`config.mk`:
```
export PLATFORM = sky130hd
export DESIGN_NAME = cfdr_top
export DESIGN_NICKNAME = d
export VERILOG_FILES = /design/src/cfdr_pkg.sv /design/src/cfdr_top.sv /design/src/cfdr_gap_timer.sv
export SDC_FILE = /design/constraint.sdc
export NUM_CORES = 1
export LEC_CHECK = 0
export BUFFER_PORTS_ARGS = -buffer_cell sky130_fd_sc_hd__buf_2
export CAP_MARGIN = 10
export CORE_MARGIN = 5
export CORE_UTILIZATION = 40
export DETAILED_ROUTE_END_ITERATION = 10
export MAX_ROUTING_LAYER = met4
export PLACE_DENSITY = 0.65
export SETUP_SLACK_MARGIN = 0.1
export SYNTH_ARGS = -nofsm -noshare
export SYNTH_HDL_FRONTEND = slang
export SYNTH_SLANG_ARGS = --single-unit
```
`constraint.sdc`:
```
create_clock -name sys_clk_in -period 3.7 [get_ports sys_clk_in]
set_input_delay 0 -clock sys_clk_in [delete_from_list [all_inputs] [get_ports sys_clk_in]]
set_output_delay 0 -clock sys_clk_in [all_outputs]
set_load 0.01 [all_outputs]
```
`src/cfdr_pkg.sv`:
```
/*
 * Package for the clock fail detect and recovery block: APB register map,
 * field positions, reset values, timing counts and carrier structs.
 * Assumes a 200 MHz system clock and 32-bit APB with word-aligned registers.
 */
package cfdr_pkg;

    // Register byte offsets
    localparam logic [11:0] CFDR_OFF_OSC_CTRL = 12'h000;
    localparam logic [11:0] CFDR_OFF_STATUS = 12'h004;
    localparam logic [11:0] CFDR_OFF_MASK = 12'h008;
    localparam logic [11:0] CFDR_OFF_STATE = 12'h00c;

    // Oscillator control fields
    localparam int CFDR_CTL_SRC_LSB = 0;
    localparam int CFDR_CTL_SRC_W = 2;
    localparam int CFDR_CTL_SYSFD_BIT = 4;
    localparam int CFDR_CTL_WDFD_BIT = 5;
    localparam int CFDR_CTL_IPO_BIT = 6;
    localparam int CFDR_CTL_WDOSC_BIT = 7;

    // Status and mask fields (same layout)
    localparam int CFDR_ST_SYSFAIL_BIT = 0;
    localparam int CFDR_ST_WDFAIL_BIT = 1;
    localparam int CFDR_ST_W = 2;

    // Clock source encodings
    localparam logic [1:0] CFDR_SRC_IPO = 2'h0;
    localparam logic [1:0] CFDR_SRC_XTAL = 2'h1;
    localparam logic [1:0] CFDR_SRC_EXT = 2'h2;
    localparam logic [1:0] CFDR_SRC_WDOG = 2'h3;

    // Reset values
    localparam logic [1:0] CFDR_RST_SRC = CFDR_SRC_IPO;
    localparam logic CFDR_RST_IPO_EN = 1'b1;
    localparam logic CFDR_RST_WDOSC_EN = 1'b1;
    localparam logic [1:0] CFDR_RST_MASK = 2'h0;

    // Timing
    localparam int CFDR_SYSCLK_MHZ = 200;
    localparam int CFDR_SYSFAIL_HZ = 1000;
    localparam int CFDR_WDFAIL_CYCLES = 8004;
    localparam longint CFDR_SYSFAIL_CYCLES =
        (longint'(CFDR_SYSCLK_MHZ) * 1000000) / CFDR_SYSFAIL_HZ;

    typedef struct packed {
        logic wdosc_en;
        logic ipo_en;
        logic wdfd_en;
        logic sysfd_en;
        logic [1:0] src;
    } cfdr_ctrl_t;

    typedef struct packed {
        logic wd_fail;
        logic sys_fail;
    } cfdr_evt_t;

endpackage : cfdr_pkg

```
`src/cfdr_top.sv`:
```
/*
 * Clock fail detect and recovery: APB registers, system clock failure
 * detection with switch-over to the watchdog oscillator, watchdog
 * oscillator failure detection, trap events and interrupt.
 * Assumes sys_clk_in is the always-running reference for this logic; the
 * monitored clocks arrive as levels synchronous to it; the host stops both
 * detectors before changing the clock source.
 */
module cfdr_top #(
    parameter int WD_LIMIT = cfdr_pkg::CFDR_WDFAIL_CYCLES,
    parameter int SYS_LIMIT = int'(cfdr_pkg::CFDR_SYSFAIL_CYCLES)
) (
    input wire logic sys_clk_in, // 200 MHz block clock
    input wire logic rst_in, // Synchronous reset, active high
    input wire logic psel_in, // APB select
    input wire logic penable_in, // APB enable
    input wire logic pwrite_in, // APB direction
    input wire logic [11:0] paddr_in, // APB byte address
    input wire logic [31:0] pwdata_in, // APB write data
    output logic [31:0] prdata_out, // APB read data
    output logic pready_out, // APB ready
    output logic pslverr_out, // APB error, unmapped address
    input wire logic primary_clk_lvl_in, // Primary oscillator level
    input wire logic wdog_clk_lvl_in, // Watchdog oscillator level
    output logic [1:0] clock_source_select_out, // Effective clock source
    output logic internal_precision_osc_en_out, // Precision oscillator enable
    output logic wdog_osc_en_out, // Watchdog oscillator enable
    output logic sys_fail_trap_out, // Primary failure trap pulse
    output logic wdog_fail_trap_out, // Watchdog failure trap pulse
    output logic irq_out // Level interrupt
);
    initial begin
        if (WD_LIMIT < 2 || WD_LIMIT > 65535 || SYS_LIMIT < 2 || SYS_LIMIT >= (1 << 24)) begin
            $error("cfdr_top: limit out of range");
        end
    end

    // Register state
    cfdr_pkg::cfdr_ctrl_t ctrl, next_ctrl;
    cfdr_pkg::cfdr_evt_t status, next_status;
    cfdr_pkg::cfdr_evt_t mask, next_mask;
    logic wd_failed, next_wd_failed;
    logic [31:0] next_prdata;
    logic next_pready;
    logic next_pslverr;
    logic next_irq;
    logic next_sys_trap;
    logic next_wd_trap;
    logic [1:0] next_src_out;

    // Primary oscillator gap counter
    logic [23:0] sys_count, next_sys_count;
    logic sys_last, next_sys_last;
    logic sys_expire;

    logic wd_expire;
    logic wd_detect_on;
    logic sys_detect_on;
    logic acc;
    logic wr;

    function automatic logic mapped(input logic [11:0] a);
        return a == cfdr_pkg::CFDR_OFF_OSC_CTRL || a == cfdr_pkg::CFDR_OFF_STATUS ||
            a == cfdr_pkg::CFDR_OFF_MASK || a == cfdr_pkg::CFDR_OFF_STATE;
    endfunction

    assign acc = psel_in && penable_in && !pready_out;
    assign wr = acc && pwrite_in && mapped(paddr_in);
    // Watchdog osc off or selected: detection impossible, forced off too.
    assign wd_detect_on = ctrl.wdfd_en && ctrl.wdosc_en &&
        (ctrl.src != cfdr_pkg::CFDR_SRC_WDOG);
    assign sys_detect_on = ctrl.sysfd_en && !wd_failed;

    cfdr_gap_timer #(
        .LIMIT(WD_LIMIT),
        .CW(16)
    ) u_wd_gap (
        .sys_clk_in(sys_clk_in),
        .rst_in(rst_in),
        .enable_in(wd_detect_on),
        .level_in(wdog_clk_lvl_in),
        .expired_out(wd_expire)
    );

    // Primary oscillator watch: no edge within 1 ms means below ~500 Hz
    always_comb begin
        next_sys_last = primary_clk_lvl_in;
        next_sys_count = sys_count;
        sys_expire = 1'b0;
        if (!sys_detect_on || primary_clk_lvl_in != sys_last) begin
            next_sys_count = '0;
        end else if (sys_count == 24'(SYS_LIMIT - 1)) begin
            next_sys_count = '0;
            sys_expire = 1'b1;
        end else begin
            next_sys_count = sys_count + 1'b1;
        end
    end

    // Register file and event logic
    always_comb begin
        next_ctrl = ctrl;
        next_status = status;
        next_mask = mask;
        next_wd_failed = wd_failed;
        next_sys_trap = 1'b0;
        next_wd_trap = 1'b0;
        next_prdata = 32'h0000_0000;
        next_pready = acc;
        next_pslverr = acc && !mapped(paddr_in);
        if (wr) begin
            unique case (paddr_in)
                cfdr_pkg::CFDR_OFF_OSC_CTRL: begin
                    // Any field may change in the same write; no lockout
                    next_ctrl = cfdr_pkg::cfdr_ctrl_t'({pwdata_in[cfdr_pkg::CFDR_CTL_WDOSC_BIT],
                        pwdata_in[cfdr_pkg::CFDR_CTL_IPO_BIT],
                        pwdata_in[cfdr_pkg::CFDR_CTL_WDFD_BIT],
                        pwdata_in[cfdr_pkg::CFDR_CTL_SYSFD_BIT],
                        pwdata_in[cfdr_pkg::CFDR_CTL_SRC_LSB +: cfdr_pkg::CFDR_CTL_SRC_W]});
                end
                cfdr_pkg::CFDR_OFF_STATUS: begin
                    next_status = status & ~cfdr_pkg::cfdr_evt_t'(pwdata_in[1:0]);
                end
                cfdr_pkg::CFDR_OFF_MASK: begin
                    next_mask = cfdr_pkg::cfdr_evt_t'(pwdata_in[1:0]);
                end
                default: begin
                end
            endcase
        end
        if (acc && !pwrite_in) begin
            unique case (paddr_in)
                cfdr_pkg::CFDR_OFF_OSC_CTRL: next_prdata = {24'h000000, ctrl.wdosc_en,
                    ctrl.ipo_en, ctrl.wdfd_en, ctrl.sysfd_en, 2'h0, ctrl.src};
                cfdr_pkg::CFDR_OFF_STATUS: next_prdata = {30'h0, status};
                cfdr_pkg::CFDR_OFF_MASK: next_prdata = {30'h0, mask};
                cfdr_pkg::CFDR_OFF_STATE: next_prdata = {29'h0, wd_failed, clock_source_select_out};
                default: next_prdata = 32'h0000_0000;
            endcase
        end
        // Primary failure: trap, and recover onto the watchdog oscillator only if wdosc_en is set
        if (sys_expire) begin
            next_sys_trap = 1'b1;
            next_status.sys_fail = 1'b1;
            if (ctrl.wdosc_en) begin
                next_ctrl.src = cfdr_pkg::CFDR_SRC_WDOG;
            end
        end
        // Watchdog failure: alert and block primary detection, source untouched
        if (wd_expire) begin
            next_wd_trap = 1'b1;
            next_status.wd_fail = 1'b1;
            next_wd_failed = 1'b1;
        end
        next_src_out = next_ctrl.src;
        next_irq = |(next_status & next_mask);
    end

    always_ff @(posedge sys_clk_in) begin
        if (rst_in) begin
            ctrl <= '{wdosc_en: cfdr_pkg::CFDR_RST_WDOSC_EN, ipo_en: cfdr_pkg::CFDR_RST_IPO_EN,
                wdfd_en: 1'b0, sysfd_en: 1'b0, src: cfdr_pkg::CFDR_RST_SRC};
            status <= '0;
            mask <= cfdr_pkg::CFDR_RST_MASK;
            wd_failed <= 1'b0;
            sys_count <= '0;
            sys_last <= 1'b0;
            prdata_out <= 32'h0000_0000;
            pready_out <= 1'b0;
            pslverr_out <= 1'b0;
            irq_out <= 1'b0;
            sys_fail_trap_out <= 1'b0;
            wdog_fail_trap_out <= 1'b0;
            clock_source_select_out <= cfdr_pkg::CFDR_RST_SRC;
            internal_precision_osc_en_out <= cfdr_pkg::CFDR_RST_IPO_EN;
            wdog_osc_en_out <= cfdr_pkg::CFDR_RST_WDOSC_EN;
        end else begin
            ctrl <= next_ctrl;
            status <= next_status;
            mask <= next_mask;
            wd_failed <= next_wd_failed;
            sys_count <= next_sys_count;
            sys_last <= next_sys_last;
            prdata_out <= next_prdata;
            pready_out <= next_pready;
            pslverr_out <= next_pslverr;
            irq_out <= next_irq;
            sys_fail_trap_out <= next_sys_trap;
            wdog_fail_trap_out <= next_wd_trap;
            clock_source_select_out <= next_src_out;
            internal_precision_osc_en_out <= next_ctrl.ipo_en;
            wdog_osc_en_out <= next_ctrl.wdosc_en;
        end
    end
endmodule // cfdr_top

```
`src/cfdr_gap_timer.sv`:
```
/*
 * Edge gap timer: counts reference cycles between edges of a monitored
 * level and pulses when the gap reaches a limit.
 * Assumes the monitored level is already synchronous to sys_clk_in.
 */
module cfdr_gap_timer #(
    parameter int LIMIT = 8004,
    parameter int CW = 16
) (
    input wire logic sys_clk_in, // System clock
    input wire logic rst_in, // Synchronous reset
    input wire logic enable_in, // Counting allowed
    input wire logic level_in, // Monitored level
    output logic expired_out // One-cycle pulse at limit
);
    initial begin
        if (LIMIT < 2 || LIMIT >= (1 << CW)) begin
            $error("cfdr_gap_timer: LIMIT does not fit CW");
        end
    end

    logic [CW-1:0] count;
    logic [CW-1:0] next_count;
    logic last_level;
    logic next_last_level;
    logic next_expired;

    always_comb begin
        next_last_level = level_in;
        next_count = count;
        next_expired = 1'b0;
        if (!enable_in || (level_in != last_level)) begin
            next_count = '0;
        end else if (count == CW'(LIMIT - 1)) begin
            next_count = '0;
            next_expired = 1'b1;
        end else begin
            next_count = count + 1'b1;
        end
    end

    always_ff @(posedge sys_clk_in) begin
        if (rst_in) begin
            count <= '0;
            last_level <= 1'b0;
            expired_out <= 1'b0;
        end else begin
            count <= next_count;
            last_level <= next_last_level;
            expired_out <= next_expired;
        end
    end
endmodule // cfdr_gap_timer

```
==> impl_metrics.csv <==
group,metric,value,unit
status,status,"complete, no violations",
timing,rsz0062_at_grt,"no",
floorplanning,initial_core_util,41.4,%
power_and_ir_drop,power-per-cell-area,391,nW/um^2
timing,fin_crit_sh,58.6,%
cells_and_area,fillers,698,
critical_path,cp_num_buf_inv,0,
grt,grt_overflow,0,
cells_and_area,num_antenna_cells,0,
drt,wl_per_cell,11.1,microns
placement,routabilityCongestion,0.782,
cts,cts_buffers,9,
critical_path,cp-start-kind,"flip-flop",
critical_path,worst-setup-path-type,"flip-flop to flip-flop",
yosys,synth_cells,337,
yosys,synth-adder-area-share,0.825,%
yosys,ys.flop_type,"dfxtp_1",
floorplanning,die_w,97.1,microns
cells_and_area,fin_nets,443,
cts,hold_buffers,14,
yosys,synth_compound_area_share,2.76,%
critical_path,cp_top_family,"simple AND/OR/NAND/NOR gates",
yosys,ys_async_sr_fraction,0,%
timing,tightestPinTransition,0.883,ns
yosys,ys_warn_count,0,
timing,skew,0.00898,ns
grt,grt_use_total,12.4,%
critical_path,path_cells,"ha_1, nand2_1, nor4_1, and2_1, or3b_1, nor2_1",
yosys,synth_edf_count,0,
placement,dpl.cell_count,464,
cts,cts_max_level,3,
drt,vias,2246,
hold_path,min_path_type,"input port to flip-flop",
critical_path,worstPathArrival,2.36,ns
yosys,yosys_register_bits,66,
cts,clk_path_buf_depth,2,
yosys,synth_top_family_by_area,"simple AND/OR/NAND/NOR gates",
drt,firstDrtPassIters,4,
floorplanning,dieArea,9430,sq um
hold_path,hp-start,"pwrite_in",
cts,cts_root_buf,"clkbuf_8",
yosys,synthMuxAreaShare,2.31,%
floorplanning,core-area,7330,sq um
timing,max_freq,461,MHz
timing,setup_ws,1.53,ns
timing,maxSlewHeadroom,41.1,%
timing,hold_viol_final,0,
drt,finalWirelength,5500,microns
cts,ctsResizeCount,0,
floorplanning,placementRows,31,
yosys,ys_types,41,
grt,grt_pass1_vias,2073,
yosys,syn-cell-area,3030,sq um
cells_and_area,drive_gt1_share,17.5,%
timing,final-setup-viol-count,0,
placement,dp_hpwl,3790,microns
critical_path,crit_path_end_kind,"flip-flop",
critical_path,critPathMaxStageDelay,0.69,ns
cells_and_area,ff_latch_area,1320,sq um
drt,drt-initial-drc-count,89,
critical_path,crit_required,3.89,ns
grt,grt_start_max_net_pins,25,
drt,postRouteAntennaNets,0,
yosys,synth_top_area_share,43.5,%
floorplanning,die_h,97.1,microns
cells_and_area,instances_no_fill,494,
placement,post-place-ws,1.48,ns
cts,cts_tree,"done",
floorplanning,pin_count,92,
critical_path,reg2reg_from,"sys_count[0]",
grt,grt_pass1_wl,9370,microns
yosys,avgSynthCellArea,9.00,sq um
yosys,synthSimpleGateAreaFrac,29.4,%
power_and_ir_drop,power.leakage,1.34,nW
yosys,yosys.area_share.xor_xnor,11.3,%
timing,drv_slew,0,
yosys,yosys.area.top_type,"dfxtp_1",
power_and_ir_drop,ir_worst_vdd,0.165,mV
cts,clk_pin_slew,0.08,ns
drt,route.detailed.drc,0,
cts,cts.sink_count,66,
cts,post-cts-setup-buffer-count,0,
timing,fin_setup_tns,0,ns
grt,antenna_found_initial,0,
cells_and_area,multi_input_area,1510,sq um
yosys,seq_area_frac_synth,43.5,%
cts,clock_latency,0.34,ns
critical_path,crit_fanout,24,
timing,min_period,2.17,ns
yosys,synth.area.top_cells,"dfxtp_1, nor2_1, xnor2_1, buf_4, xor2_1",
drt,vias_per_cell,4.55,
critical_path,cpMaxStageDelayCell,"or3b_1",
flow_run,maxCapViolCount,0,
cells_and_area,synthToLayoutAreaGrowth,16.4,%
placement,portBuffers,40,
critical_path,startpoint,"sys_count[0]",
## power by group
part	leakage, nW	internal (mW)	switching, mW
clock network	0.103	0.330	0.281
logic	0.706	0.0245	0.0322
registers	0.532	0.712	0.00100
## cells by family (layout without fill, tap and decap cells)
kind of cell    count (synthesis)  count (layout)
xor+xnor                       39              39
buf+inv                        46              80
simple gates                  163             163
flops                          66              66
compound gates                 13              13
mux                             7               7
fa+ha+maj                       2               2
other cells                     1              25
## stage by stage
| step | power, mW | cell area, sq um | util (%) | hold slack [ns] |
|---|---|---|---|---|
| after floorplan | 0.775 | 3120 | - | 0.128 |
| after global placement | 0.774 | 3190 | 43.5 | 0.245 |
| after detailed placement | 0.774 | 3190 | 43.5 | 0.246 |
| after CTS | 1.40 | 3530 | 48.2 | 0.00852 |
| after global routing | 1.44 | 3530 | 48.2 | 0.0299 |
| final | 1.38 | 3530 | 48.2 | 0.0248 |
## registers in the layout (all words and copies together), names as in the netlist
register and flops:
wd_failed 1, sys_fail_trap_out 1, mask 2, wdog_fail_trap_out 1, sys_count 24, status 2
ctrl 6, u_wd_gap.count 16, u_wd_gap.last_level 1, irq_out 1, u_wd_gap.expired_out 1, pready_out 1
prdata_out 7, sys_last 1, pslverr_out 1
## path summary, 6_finish.rpt
path	end	slack (ns)	cells after the start
hold reg to reg	sys_count[0]	0.45	1
setup reg to reg	sys_count[3]	1.53	6
setup / recovery	sys_count[3]	1.53	6
hold / removal	prdata_out[2]	0.02	3
## tightest hold or removal path, cell delays in order
cell    delay [ns]
buf_2         0.09
or3b_1        0.18
nor2_1        0.06
## metal layers
layer	wire (microns)	vias to the layer above	part of all wire, %	GRT usage [%]
met5	0	-	0	-
met4	87	0	1.6	5.83
met3	256	5	4.7	3.95
met2	2520	47	46	19.3
met1	2630	1015	48	14.5
li1	-	1179	-	-
## cell type report
class / instances / area share, %
timing repair buffer: 54 / 9.64
multi-input combinational: 249 / 42.6
inverter: 10 / 1.06
tap: 99 / 3.51
sequential: 66 / 37.4
clock inverter: 6 / 1.84
clock buffer: 10 / 3.90
## Yosys cell counts (2+ instances only)
cell type	n
o21ai_0	3
dfxtp_1	66
xnor2_1	27
nand2_1	17
nor4_1	3
a21oi_1	4
nor2b_1	5
nor2_1	63
nand4_1	6
or3b_1	2
xor2_1	12
nand3_1	18
mux2i_1	7
and4_1	2
nor3b_1	2
nor3_1	10
buf_4	27
buf_6	3
nand3_2	2
a211o_1	2
and3_1	7
inv_1	10
clkbuf_1	5
a211oi_1	3
nor4b_1	4
ha_1	2
nor3_2	2
nor2_2	2
nor4_4	3
and2_1	7
## layout by cell type (no fill, tap or decap), drive strengths merged, types with 12 or more instances in the layout
master and n:
xor2 12, xnor2 27, nor3 12, dfxtp 66, nor2 65, conb 25, nand2 17, nand3 20
buf 40, dlygate4sd3 14
(Power assumes the default switching activity.)
